## src/olsc_pkg.sv

```systemverilog
package olsc_pkg;

  // ****************************************
  // register map (word index)
  // ****************************************
  localparam logic [3:0]  OLSC_ADDR_ENABLE_CFG   = 4'h0;
  localparam logic [3:0]  OLSC_ADDR_STOP_CFG     = 4'h1;
  localparam logic [3:0]  OLSC_ADDR_PLUG_TORQUE  = 4'h2;
  localparam logic [3:0]  OLSC_ADDR_ROT_DIR_CFG  = 4'h3;
  localparam logic [3:0]  OLSC_ADDR_STATUS       = 4'h4;
  localparam logic [3:0]  OLSC_ADDR_ACTIVE_CFG   = 4'h5;
  localparam logic [3:0]  OLSC_ADDR_RATED_CAP    = 4'h6;

  // ****************************************
  // field positions and reset values
  // ****************************************
  localparam int          OLSC_FWD_DIS_BIT       = 4;
  localparam int          OLSC_REV_DIS_BIT       = 8;
  localparam int          OLSC_ROT_REV_BIT       = 0;
  localparam logic [3:0]  OLSC_STOP_CODE_MAX     = 4'h5;
  localparam logic [15:0] OLSC_CFG_RESET         = 16'h0000;
  localparam logic [15:0] OLSC_TORQUE_RESET      = 16'h012C;
  localparam logic [15:0] OLSC_TORQUE_MAX        = 16'h012C;
  localparam logic [15:0] OLSC_RATED_CAP_RESET   = 16'h012C;

  // ****************************************
  // stop methods and phases
  // ****************************************
  typedef enum logic [3:0] {
    OLSC_STOP_DYN      = 4'h0,
    OLSC_STOP_COAST    = 4'h1,
    OLSC_STOP_PLUG_DYN = 4'h2,
    OLSC_STOP_PLUG_CO  = 4'h3,
    OLSC_STOP_PLUG_ZDB = 4'h4,
    OLSC_STOP_PLUG_ZCO = 4'h5
  } olsc_stop_t;

  typedef enum logic [1:0] {
    OLSC_RUN      = 2'b00,
    OLSC_BRAKING  = 2'b01,
    OLSC_HOLD     = 2'b11
  } olsc_state_t;

  // drive commands leaving the block
  typedef struct packed {
    logic        fwd_permit;
    logic        rev_permit;
    logic        dynamic_brake;
    logic        coast;
    logic        plug_brake;
    logic        zero_clamp;
    logic [15:0] torque_limit;
  } olsc_drive_t;

  // bus request
  typedef struct packed {
    logic [3:0]  addr;
    logic [15:0] wdata;
    logic        wr;
    logic        rd;
  } olsc_bus_t;

endpackage : olsc_pkg

```

## src/olsc_top.sv

```systemverilog
// Functional notes
// - forward limit high blocks forward rotation
// - reverse limit high blocks reverse rotation
// - opposite direction stays commandable during overtravel
// - keep position error until controller clears
// - forward disable digit ignores forward limit
// - reverse disable digit ignores reverse limit
// - same behaviour in every control mode
// - config digits apply after power cycle
// - code 0: dynamic brake, then coast
// - code 1: coast stop, then coast
// - codes 2-5 plug brake; coast or clamp
// - servo off: dynamic brake 2,4; coast 3,5
// - zero clamp holds position reference zero
// - plug torque limited by setting, immediate
// - plug torque also capped at rated
// - reverse rotation mode swaps guarded direction
`timescale 1ns/1ps
module olsc_top
  import olsc_pkg::*;
(
  // clock and reset
  input  wire logic                 ref_clk_i,
  input  wire logic                 rst_i,
  // power-on load strobe: latches config into active set
  input  wire logic                 power_up_load_i,
  // limit switches
  input  wire logic                 forward_limit_input_i,
  input  wire logic                 reverse_limit_input_i,
  // host motion controller
  input  wire logic                 servo_on_i,
  input  wire logic                 motor_stopped_i,
  input  wire logic                 cmd_fwd_i,
  input  wire logic                 cmd_rev_i,
  input  wire logic                 position_error_clear_i,
  input  wire logic                 error_pulse_i,
  input  wire logic                 error_dir_i,
  // register port
  input  wire olsc_pkg::olsc_bus_t  bus_i,
  output logic [15:0]               rdata_o,
  // drive outputs
  output olsc_pkg::olsc_drive_t     drive_o,
  output logic [15:0]               position_error_o,
  output logic                      fwd_overtravel_o,
  output logic                      rev_overtravel_o
);
  import olsc_pkg::*;

  // ****************************************
  // synchronisers
  // ****************************************
  logic [1:0] sync_a;
  logic [1:0] sync_b;
  logic [1:0] next_sync_a;
  logic [1:0] next_sync_b;

  always_comb begin
    next_sync_a = {reverse_limit_input_i, forward_limit_input_i};
    next_sync_b = sync_a;
  end

  always_ff @(posedge ref_clk_i) begin
    if (rst_i) begin
      sync_a <= 2'b00;
      sync_b <= 2'b00;
    end else begin
      sync_a <= next_sync_a;
      sync_b <= next_sync_b;
    end
  end

  // ****************************************
  // registers
  // ****************************************
  logic [15:0] enable_cfg;
  logic [15:0] stop_cfg;
  logic [15:0] torque_cfg;
  logic [15:0] rot_cfg;
  logic [15:0] rated_cap;
  logic [15:0] act_enable;
  logic [15:0] act_stop;
  logic [15:0] act_rot;
  logic [15:0] next_enable_cfg;
  logic [15:0] next_stop_cfg;
  logic [15:0] next_torque_cfg;
  logic [15:0] next_rot_cfg;
  logic [15:0] next_rated_cap;
  logic [15:0] next_act_enable;
  logic [15:0] next_act_stop;
  logic [15:0] next_act_rot;

  function automatic logic wr_hit(input olsc_bus_t b, input logic [3:0] a);
    wr_hit = b.wr && (b.addr == a);
  endfunction : wr_hit

  always_comb begin
    next_enable_cfg = enable_cfg;
    next_stop_cfg   = stop_cfg;
    next_torque_cfg = torque_cfg;
    next_rot_cfg    = rot_cfg;
    next_rated_cap  = rated_cap;
    next_act_enable = act_enable;
    next_act_stop   = act_stop;
    next_act_rot    = act_rot;
    if (wr_hit(bus_i, OLSC_ADDR_ENABLE_CFG)) begin
      next_enable_cfg = bus_i.wdata;
    end
    if (wr_hit(bus_i, OLSC_ADDR_STOP_CFG)) begin
      next_stop_cfg = bus_i.wdata;
    end
    // torque setting is live at once and saturates at the top of its range
    if (wr_hit(bus_i, OLSC_ADDR_PLUG_TORQUE)) begin
      next_torque_cfg = (bus_i.wdata > OLSC_TORQUE_MAX) ? OLSC_TORQUE_MAX
                                                         : bus_i.wdata;
    end
    if (wr_hit(bus_i, OLSC_ADDR_ROT_DIR_CFG)) begin
      next_rot_cfg = bus_i.wdata;
    end
    if (wr_hit(bus_i, OLSC_ADDR_RATED_CAP)) begin
      next_rated_cap = bus_i.wdata;
    end
    // written digits sit idle until the next power-up load
    if (power_up_load_i) begin
      next_act_enable = enable_cfg;
      next_act_stop   = stop_cfg;
      next_act_rot    = rot_cfg;
    end
  end

  always_ff @(posedge ref_clk_i) begin
    if (rst_i) begin
      enable_cfg <= OLSC_CFG_RESET;
      stop_cfg   <= OLSC_CFG_RESET;
      torque_cfg <= OLSC_TORQUE_RESET;
      rot_cfg    <= OLSC_CFG_RESET;
      rated_cap  <= OLSC_RATED_CAP_RESET;
      act_enable <= OLSC_CFG_RESET;
      act_stop   <= OLSC_CFG_RESET;
      act_rot    <= OLSC_CFG_RESET;
    end else begin
      enable_cfg <= next_enable_cfg;
      stop_cfg   <= next_stop_cfg;
      torque_cfg <= next_torque_cfg;
      rot_cfg    <= next_rot_cfg;
      rated_cap  <= next_rated_cap;
      act_enable <= next_act_enable;
      act_stop   <= next_act_stop;
      act_rot    <= next_act_rot;
    end
  end

  // ****************************************
  // overtravel decode
  // ****************************************
  logic       fwd_ot;
  logic       rev_ot;
  logic       any_ot;
  olsc_stop_t method;

  // no mode input: detection is independent of speed/position/torque mode
  always_comb begin
    // reverse rotation mode swaps which physical input guards forward
    fwd_ot = (act_rot[OLSC_ROT_REV_BIT] ? sync_b[1] : sync_b[0])
             && !act_enable[OLSC_FWD_DIS_BIT];
    rev_ot = (act_rot[OLSC_ROT_REV_BIT] ? sync_b[0] : sync_b[1])
             && !act_enable[OLSC_REV_DIS_BIT];
    any_ot = (fwd_ot && cmd_fwd_i) || (rev_ot && cmd_rev_i);
    // an unknown code behaves as the safest plain stop
    method = (act_stop[3:0] > OLSC_STOP_CODE_MAX) ? OLSC_STOP_DYN
                                                  : olsc_stop_t'(act_stop[3:0]);
  end

  // ****************************************
  // stop sequencer
  // ****************************************
  olsc_state_t state;
  olsc_state_t next_state;
  olsc_drive_t drive;
  olsc_drive_t next_drive;
  logic        plug;
  logic        clamp;

  always_comb begin
    plug  = (method != OLSC_STOP_DYN) && (method != OLSC_STOP_COAST);
    clamp = (method == OLSC_STOP_PLUG_ZDB) || (method == OLSC_STOP_PLUG_ZCO);
    next_state = state;
    unique case (state)
      OLSC_RUN: begin
        if (any_ot) begin
          next_state = OLSC_BRAKING;
        end
      end
      OLSC_BRAKING: begin
        if (motor_stopped_i) begin
          next_state = OLSC_HOLD;
        end
      end
      OLSC_HOLD: begin
        // leave once the axis is commanded back off the limit
        if (!any_ot) begin
          next_state = OLSC_RUN;
        end
      end
      default: next_state = OLSC_RUN;
    endcase
    next_drive = '0;
    next_drive.fwd_permit = !fwd_ot;
    next_drive.rev_permit = !rev_ot;
    next_drive.torque_limit = (torque_cfg < rated_cap) ? torque_cfg
                                                       : rated_cap;
    if (!servo_on_i) begin
      // servo off: dynamic brake for even codes, coast for odd ones
      next_drive.dynamic_brake = !method[0];
      next_drive.coast         = method[0];
    end else if (next_state == OLSC_BRAKING) begin
      next_drive.dynamic_brake = (method == OLSC_STOP_DYN);
      next_drive.coast         = (method == OLSC_STOP_COAST);
      next_drive.plug_brake    = plug;
    end else if (next_state == OLSC_HOLD) begin
      next_drive.coast      = !clamp;
      next_drive.zero_clamp = clamp;
    end
  end

  always_ff @(posedge ref_clk_i) begin
    if (rst_i) begin
      state <= OLSC_RUN;
      drive <= '0;
    end else begin
      state <= next_state;
      drive <= next_drive;
    end
  end

  // ****************************************
  // position error counter
  // ****************************************
  logic [15:0] pos_err;
  logic [15:0] next_pos_err;

  // counter is never zeroed by an overtravel; only the clear input and reset do it
  always_comb begin
    next_pos_err = pos_err;
    if (position_error_clear_i) begin
      next_pos_err = '0;
    end else if (error_pulse_i) begin
      next_pos_err = error_dir_i ? pos_err - 16'h0001 : pos_err + 16'h0001;
    end
  end

  always_ff @(posedge ref_clk_i) begin
    if (rst_i) begin
      pos_err <= '0;
    end else begin
      pos_err <= next_pos_err;
    end
  end

  // ****************************************
  // status and read data
  // ****************************************
  logic        fwd_flag;
  logic        rev_flag;
  logic [15:0] rdata;
  logic [15:0] next_rdata;

  always_comb begin
    next_rdata = '0;
    if (bus_i.rd) begin
      unique case (bus_i.addr)
        OLSC_ADDR_ENABLE_CFG:  next_rdata = enable_cfg;
        OLSC_ADDR_STOP_CFG:    next_rdata = stop_cfg;
        OLSC_ADDR_PLUG_TORQUE: next_rdata = torque_cfg;
        OLSC_ADDR_ROT_DIR_CFG: next_rdata = rot_cfg;
        OLSC_ADDR_STATUS:      next_rdata = {12'h000, state, rev_flag, fwd_flag};
        OLSC_ADDR_ACTIVE_CFG:  next_rdata = {act_enable[15:4], act_stop[3:0]};
        OLSC_ADDR_RATED_CAP:   next_rdata = rated_cap;
        default:               next_rdata = '0;
      endcase
    end
  end

  always_ff @(posedge ref_clk_i) begin
    if (rst_i) begin
      fwd_flag <= 1'b0;
      rev_flag <= 1'b0;
      rdata    <= '0;
    end else begin
      fwd_flag <= fwd_ot;
      rev_flag <= rev_ot;
      rdata    <= next_rdata;
    end
  end

  assign rdata_o          = rdata;
  assign drive_o          = drive;
  assign position_error_o = pos_err;
  assign fwd_overtravel_o = fwd_flag;
  assign rev_overtravel_o = rev_flag;

endmodule : olsc_top

```

## config.mk

```make
export PLATFORM = sky130hd
export DESIGN_NAME = olsc_top
export DESIGN_NICKNAME = d
export VERILOG_FILES = /design/src/olsc_pkg.sv /design/src/olsc_top.sv
export SDC_FILE = /design/constraint.sdc
export NUM_CORES = 1
export LEC_CHECK = 0
export BUFFER_PORTS_ARGS = -buffer_cell sky130_fd_sc_hd__buf_2
export CELL_PAD_IN_SITES_DETAIL_PLACEMENT = 1
export CELL_PAD_IN_SITES_GLOBAL_PLACEMENT = 1
export CORE_ASPECT_RATIO = 1.4
export CORE_MARGIN = 2
export CORE_UTILIZATION = 30
export DETAILED_ROUTE_END_ITERATION = 8
export PLACE_DENSITY = 0.63
export SLEW_MARGIN = 10
export SYNTH_ARGS = -nofsm -noshare
export SYNTH_HDL_FRONTEND = slang
export SYNTH_SLANG_ARGS = --single-unit
```

## constraint.sdc

```tcl
create_clock -name ref_clk_i -period 3 [get_ports ref_clk_i]
set_clock_uncertainty 0.1 [all_clocks]
set_input_delay 0.15 -clock ref_clk_i [delete_from_list [all_inputs] [get_ports ref_clk_i]]
set_output_delay 0.15 -clock ref_clk_i [all_outputs]
set_load 0.005 [all_outputs]
```

==> results of run 1 <==
-- placed cells by master (no fill, tap or decap), drive strengths merged, types with 3 or more instances in the layout --
| master | count |
|---|---|
| a2111oi | 3 |
| a211oi | 14 |
| a21o | 3 |
| a21oi | 96 |
| a222oi | 26 |
| a22oi | 9 |
| a31oi | 3 |
| and2 | 13 |
| buf | 107 |
| clkbuf | 20 |
| clkinvlp | 4 |
| dfxtp | 159 |
| dlygate4sd3 | 20 |
| ha | 29 |
| inv | 30 |
| mux2i | 43 |
| nand2 | 155 |
| nand2b | 10 |
| nand3 | 10 |
| nand3b | 8 |
| nand4 | 5 |
| nor2 | 77 |
| nor2b | 5 |
| nor3 | 8 |
| nor4 | 4 |
| o211a | 3 |
| o211ai | 7 |
| o21a | 3 |
| o21ai | 24 |
| xnor2 | 8 |
-- what timing repair did --
item,in CTS,in global routing
resized for setup,0,0
hold endpoints to repair,83,0
hold buffers,20,0
setup buffers,0,0
-- state kept, by name, summed over array words and instances, names as in the netlist, 16 cells and up --
register / count
rot_cfg: 16
rated_cap: 16
position_error_o: 16
stop_cfg: 16
drive_o: 22
rdata_o: 16
torque_cfg: 16
enable_cfg: 16
-- worst max path at each step --
stage | startpoint | cells past startpoint | endpoint | slack [ps]
after CTS | rated_cap[13] | 9 | drive_o[3] | 550
after global routing | rated_cap[11] | 9 | drive_o[7] | 410
after detailed placement | error_dir_i | 9 | position_error_o[12] | 560
final | rated_cap[1] | 8 | drive_o[3] | 560
after global placement | rated_cap[1] | 8 | drive_o[7] | 550
after floorplan | rated_cap[5] | 9 | drive_o[11] | 950
-- routing by layer --
metal  vias to the layer above  routed length [um]  track usage, %
li1                       3147                   -               -
met1                      3126                9490            21.0
met2                       118               12300            34.6
met3                        26                 718            3.38
met4                         0                 453            6.01
met5                         -                   0               0
-- kinds of logic after synthesis --
| family | share of synthesized area (%) |
|---|---|
| AO/OA/AOI/OAI | 18.8 |
| XOR/XNOR | 1.21 |
| adder cells (fa/ha/maj) | 5.43 |
| buffers and inverters | 4.79 |
| flip-flops | 44.0 |
| multiplexers | 6.26 |
| AND/OR/NAND/NOR | 19.5 |
-- through the flow --
| stage | worst slack (ps) | util, % |
|---|---|---|
| floorplan | 948 | - |
| global placement | 549 | 33.5 |
| detailed placement | 558 | 33.5 |
| CTS | 546 | 36.8 |
| global route | 406 | 36.8 |
| finish | 556 | 36.8 |
-- critical path, delay by kind of cell (launching register included) --
family                     cells  cell delay (ps)
AOI/OAI and AO/OA              2              740
adders and majority gates      1              260
and+or+nand+nor                2              300
muxes                          1              210
DFF                            1              400
buffers and inverters          2              310
-- final cells by class --
| type | instances | share of cell area (%) |
|---|---|---|
| multi-input cells | 600 | 42.3 |
| clock inverters | 11 | 1.48 |
| clock buffers | 20 | 5.21 |
| flip-flops and latches | 159 | 36.3 |
| well taps | 310 | 4.42 |
| repair buffers | 127 | 9.08 |
| inverters | 27 | 1.16 |
-- power groups by stage --
| stage | sequential, mW | clock, mW | combinational (mW) |
|---|---|---|---|
| floorplan | 2.21 | 0 | 0.292 |
| global placement | 2.22 | 0 | 0.445 |
| detailed placement | 2.22 | 0 | 0.449 |
| CTS | 2.17 | 2.26 | 0.471 |
| global route | 2.17 | 2.35 | 0.514 |
| finish | 2.17 | 2.20 | 0.465 |
==> run summary, run 1 <==
Power Internal - 3.61 mW
Full die area - 0.0254 mm^2
Placed inst area - 0.00798 mm^2
DRT Pass-1 Iters - 5
Top cells by count, synth - dfxtp_1, nand2_1, a21oi_1
Worst-path cell chain - inv_1 > ha_1 > a2111oi_0 > nand4b_1 > a41oi_4 > buf_12 > mux2i_1 > nor2_1
TritonCTS Sinks - 159
Global-route wire length before repair - 36.4 mm
GP Congestion - 0.771
Syn avg cell area - 8.65 um^2
Max stage delay on crit path - 480 ps
Core box area - 0.0238 mm^2
Psw - 1.23 mW
Total power - 4.83 mW
Asr flop ratio synth - 0%
Max VDD drop - 378 uV
HP Class - input port to flip-flop
Hold Fails Final Rpt - 0
WL/cell - 18.3 um
Final setup vio count - 0
Post-Layout Inst Area - 0.00877 mm^2
Worst-path clk slew - 60 ps
WL final - 23.0 mm
Worst R2R End - drive_o[3]
Most frequent cell after synthesis - dfxtp_1
Starting DRC count in detailed routing - 327
CTS max path bufs - 2
Worst hold path depth - 5
GRT Residual Overflow - 0
Die extent in x - 135 um
Diode count - 0
Area of the multi-input gates - 0.00371 mm^2
H-tree depth - 4
Sw frac - 25.4%
Total number of vias - 6,417
Gr usage total - 18.6%
Number of I/O pins - 90
Synth Register Bits - 159
Die height - 188 um
Leak - 3.48 nW
Register Area - 0.00318 mm^2
Syn Inst Count - 837
CP endpoint kind - flip-flop
Layout cells sized above 1 - 16.0%
Critical hold path startpoint - motor_stopped_i
Status - finished, final reports clean
Layout area overhead - 21.1%
Critical path's slowest cell - a2111oi_0
Root Buffer - clkbuf_16
Clock share of power - 45.4%
Pins over their slew limit - 0
Max Cap Violations - 0
Critical Path Source Type - flip-flop
Post-route setup TNS - 0 ps
Share of power burned in registers - 44.9%
Worst R2R Path Depth - 8
Minimum clock period - 2440 ps
Row count - 67
Synth top area cells - dfxtp_1, nand2_1, a21oi_1
Worst-margin pin slew - 780 ps
CP arrival - 2650 ps
Reg-to-reg slack, setup - 560 ps
Fill count - 2,850
Vias in the first global route - 6,606
Worst r2r src - rated_cap[1]
Synth Flop Type - dfxtp_1
Syn Nets - 901
Antenna-violating nets left - 0
Port buffer count - 89
Hold WS - 38.6 ps
DRC viols - 0
Distinct cells, synth - 63
CTS tree - done
TritonCTS buffer count - 17
Cell Count, Final, Fillers Out - 1,254
Dpl cells - 1,203
Max-slew headroom - 47.9%
Largest net degree at the start of global routing - 64
Logic gate share of total power - 9.6%
Setup CP Type - flip-flop to flip-flop
Initial core utilization - 30.4%
Antenna violations before repair - 0
Period Utilization, post-route - 81.5%
Min-Delay Endpoint - state[1]
PwrDens - 551 mW/mm^2
Seq/Total Area, Yosys - 44.0%
Critical-path maximum fanout - 10
DP HPWL - 16.4 mm
Worst Path Required - 3210 ps
NumNets Final - 996
Yosys warning count - 0
Worst skew pair latency - 430 ps
Synth area leader - dfxtp_1
Fmax - 409 MHz
RSZ-0062 raised after global routing - false
Post-synth EDFFs - 0
Post-synth top area share - 44.0%
Via-to-Cell Ratio - 5.12
Synthesized area - 0.00724 mm^2
Note: power is estimated with default switching activity, not from simulation.
==> inputs of run 2 (changes only) <==
--- a/config.mk
+++ b/config.mk
@@ -5,6 +5,7 @@
 export SDC_FILE = /design/constraint.sdc
 export NUM_CORES = 1
 export LEC_CHECK = 0
+export ABC_AREA = 1
 export BUFFER_PORTS_ARGS = -buffer_cell sky130_fd_sc_hd__buf_2
 export CELL_PAD_IN_SITES_DETAIL_PLACEMENT = 1
 export CELL_PAD_IN_SITES_GLOBAL_PLACEMENT = 1
@@ -12,7 +13,7 @@
 export CORE_MARGIN = 2
 export CORE_UTILIZATION = 30
 export DETAILED_ROUTE_END_ITERATION = 8
-export PLACE_DENSITY = 0.63
+export PLACE_DENSITY = 0.65
 export SLEW_MARGIN = 10
 export SYNTH_ARGS = -nofsm -noshare
 export SYNTH_HDL_FRONTEND = slang
==> constraint.sdc (replaced) <==
create_clock -name ref_clk_i -period 2.26 [get_ports ref_clk_i]
set_clock_uncertainty 0.1 [all_clocks]
set_input_delay 0.113 -clock ref_clk_i [delete_from_list [all_inputs] [get_ports ref_clk_i]]
set_output_delay 0.113 -clock ref_clk_i [all_outputs]
set_load 0.005 [all_outputs]
==> run 2 against run 1 <==
Utilization is 0.58 points higher. Cell area rose by 2.6%. Sequential share of layout area is 0.93 points lower. Routed wire length up 2.3%. Clock power rose by 41%. Global-route usage increased by 0.096 points. Register-to-register slack worse by 200 ps. Die area up 1.5%. Sequential power up 36%. Cell count is 14% higher. Area after synthesis up 1.6%. Combinational power rose by 78%. Largest power group unchanged.
==> run summary, run 2 <==
Area of the multi-input gates - 0.00344 mm^2 (was 0.00371 mm^2)
Cell Count, Final, Fillers Out - 1,435 (was 1,254)
WL/cell - 16.4 um (was 18.3 um)
Number of I/O pins - 90 (unchanged)
Most frequent cells in the layout - a21oi_1, dfxtp_1, nand2_1, inv_1, buf_2 (was dfxtp_1, nand2_1, a21oi_1, buf_2, nor2_1)
Worst-path cell chain - inv_1 > fa_1 > o21ai_2 > nand2_1 > nand2_1 > nand2_1 > nand3_1 > nand2_1 > nor2_1 > nor2_1 (was inv_1 > ha_1 > a2111oi_0 > nand4b_1 > a41oi_4 > buf_12 > mux2i_1 > nor2_1)
Cts repair resizes - 0 (unchanged)
Syn Inst Count - 1,010 (was 837)
Synth top area cells - dfxtp_1, a21oi_1, nand2_1 (was dfxtp_1, nand2_1, a21oi_1)
Critical path's slowest cell - fa_1 (was a2111oi_0)
Largest family of logic cells by synthesized area - compound AO/OA/AOI/OAI gates (was simple AND/OR/NAND/NOR gates)
GP Congestion - 0.783 (was 0.771)
Simple-Gate Fraction of Synth Area - 19.5% (about the same)
Core box area - 0.0241 mm^2 (was 0.0238 mm^2)
HP Class - input port to flip-flop (unchanged)
Max Cap Violations - 0 (unchanged)
Total number of vias - 7,084 (was 6,417)
Syn avg cell area - 7.28 um^2 (was 8.65 um^2)
WL final - 23.5 mm (was 23.0 mm)
Via-to-Cell Ratio - 4.94 (was 5.12)
Critical-path maximum fanout - 4 (was 10)
Status - finished, final reports clean (unchanged)
CTS max path bufs - 2 (unchanged)
Synth Register Bits - 159 (unchanged)
Full die area - 0.0258 mm^2 (was 0.0254 mm^2)
Commonest non-fill, non-tap cell in the layout - a21oi_1 (was dfxtp_1)
Leak - 3.99 nW (was 3.48 nW)
Top cells by count, synth - a21oi_1, dfxtp_1, nand2_1 (was dfxtp_1, nand2_1, a21oi_1)
DRT Pass-1 Iters - 4 (was 5)
Final setup vio count - 0 (unchanged)
TritonCTS buffer count - 17 (unchanged)
DRC viols - 0 (unchanged)
Most used cell, CP - nand2_1
Number of setup buffers added after CTS - 0 (unchanged)
Distinct cells, synth - 37 (was 63)
Diode count - 0 (unchanged)
Largest net degree at the start of global routing - 88 (was 64)
Setup CP Type - flip-flop to flip-flop (unchanged)
Global-route wire length before repair - 37.2 mm (was 36.4 mm)
Period Utilization, post-route - 84.0% (was 81.5%)
Yosys warning count - 0 (unchanged)
Worst skew pair latency - 440 ps (was 430 ps)
Vias in the first global route - 7,017 (was 6,606)
Synthesized area - 0.00736 mm^2 (was 0.00724 mm^2)
PwrDens - 767 mW/mm^2 (was 551 mW/mm^2)
NumNets Final - 1,176 (was 996)
Starting DRC count in detailed routing - 330 (was 327)
Synth Area in Compound Gates - 21.0% (was 18.8%)
Synth Flop Type - dfxtp_1 (unchanged)
Die extent in x - 136 um (was 135 um)
Minimum clock period - 1900 ps (was 2440 ps)
Worst-path clk slew - 70 ps (was 60 ps)
DP HPWL - 17.0 mm (was 16.4 mm)
Syn Nets - 1,074 (was 901)
Antenna violations before repair - 0 (unchanged)
RSZ-0062 raised after global routing - false (unchanged)
Max VDD drop - 534 uV (was 378 uV)
Worst Path Required - 2490 ps (was 3210 ps)
TritonCTS Sinks - 159 (unchanged)
Register Area - 0.00318 mm^2 (unchanged)
CP arrival - 2130 ps (was 2650 ps)
Dpl cells - 1,382 (was 1,203)
Die height - 189 um (was 188 um)
Hold Fails Final Rpt - 0 (unchanged)
H-tree depth - 4 (unchanged)
Largest register FFs - 22 (unchanged)
Worst-margin pin slew - 579 ps (was 780 ps)
Final core occ - 37.4% (was 36.8%)
Post-synth EDFFs - 0 (unchanged)
Most frequent cell after synthesis - a21oi_1 (was dfxtp_1)
Post-Synth XOR/XNOR Area - 0.953% (was 1.21%)
Seq/Total Area, Yosys - 43.3% (was 44.0%)
Antenna-violating nets left - 0 (unchanged)
Critical Path Source Type - flip-flop (unchanged)
CTS tree - done (unchanged)
Fill count - 3,006 (was 2,850)
GRT Residual Overflow - 0 (unchanged)
Post-route setup TNS - 0 ps (unchanged)
Gr usage total - 18.7% (was 18.6%)
Root Buffer - clkbuf_16 (unchanged)
Layout cells sized above 1 - 14.6% (was 16.0%)
Port buffer count - 89 (unchanged)
CP endpoint kind - flip-flop (unchanged)
Layout area overhead - 22.3% (was 21.1%)
Row count - 67 (unchanged)
Post-synth top area share - 43.3% (was 44.0%)
Initial core utilization - 30.6% (was 30.4%)
Mux contribution to synthesized area - 0% (was 6.26%)
Asr flop ratio synth - 0% (unchanged)
Adder-cell share of the synthesized area - 5.20% (was 5.43%)
Max-slew headroom - 61.3% (was 47.9%)
Fmax - 527 MHz (was 409 MHz)
Pins over their slew limit - 0 (unchanged)
Synth area leader - dfxtp_1 (unchanged)
Max stage delay on crit path - 420 ps (was 480 ps)
==> run 2: cell count changes in the layout (fill, tap and decap cells not counted), sizes merged, moves of 10 or more <==
cell / previous run / this run
o21ai: 24 / 101
mux2i: 43 / 0
a222oi: 26 / 0
a211oi: 14 / 2
a21oi: 96 / 162
inv: 30 / 136
o22ai: 2 / 20
and2: 13 / 2
nand3: 10 / 71
nand2b: 10 / 0
==> run 2: what timing repair did <==
| item | CTS | global route |
|---|---|---|
| hold buffers | 21 | 0 |
| endpoints found under the setup margin | 0 | 0 |
| hold endpoints to repair | 83 | 0 |
==> run 2: layout make-up <==
cell class | count | share of cell area, %
Clock buffer | 24 | 5.69
Clock inverter | 8 | 1.40
Inverter | 136 | 5.70
Multi-Input combinational cell | 667 | 38.2
Sequential cell | 159 | 35.4
Tap cell | 310 | 4.31
Timing Repair Buffer | 131 | 9.32
==> run 2: final timing paths <==
kind,startpoint,endpoint,slack (ps),depth (start not counted)
max reg2reg,position_error_o[1],position_error_o[14],360,10
min,cmd_fwd_i,state[0],30,5
max,position_error_o[1],position_error_o[14],360,10
min reg2reg,next_sync_b[0],sync_b[0],300,2
==> run 2: cells by family (layout without fill, tap and decap cells) <==
| kind of cell | count (synthesis) | count (layout) |
|---|---|---|
| compound gates | 296 | 296 |
| fa+ha+maj | 30 | 30 |
| xor+xnor | 8 | 8 |
| buf+inv | 184 | 299 |
| simple gates | 333 | 333 |
| flops | 159 | 159 |
==> run 2: layer usage <==
metal | part of all wire [%] | vias to the layer above | track usage [%]
met4 | 1.5 | 0 | 5.45
li1 | - | 3539 | -
met5 | 0 | - | 0
met1 | 43 | 3414 | 22.0
met3 | 3.0 | 25 | 3.05
met2 | 52 | 106 | 34.2
==> run 2: where the power goes <==
group | total [mW] | internal [mW] | switching (mW)
Clock | 3.11 | 1.92 | 1.20
Sequential | 2.96 | 2.91 | 0.0478
Combinational | 0.826 | 0.305 | 0.521
Total | 6.90 | 5.13 | 1.77
==> run 2: per-stage QoR <==
step / setup WS, ps / cell area [um^2] / power, mW / hold WS (ps)
global placement: 318 / 8150 / 3.81 / 223
finish: 361 / 9000 / 6.90 / 27.1
global route: 172 / 9000 / 7.21 / 22.7
detailed placement: 285 / 8150 / 3.83 / 230
CTS: 346 / 9000 / 6.99 / 15.6
floorplan: 539 / 7360 / 3.52 / 120
==> run 2: worst max-delay path: cells and delay by family, from the launching register on <==
| kind | cells | cell delay (ps) |
|---|---|---|
| AOI/OAI and AO/OA | 1 | 260 |
| adders and majority gates | 1 | 420 |
| DFF | 1 | 390 |
| and+or+nand+nor | 7 | 550 |
| buffers and inverters | 1 | 80 |
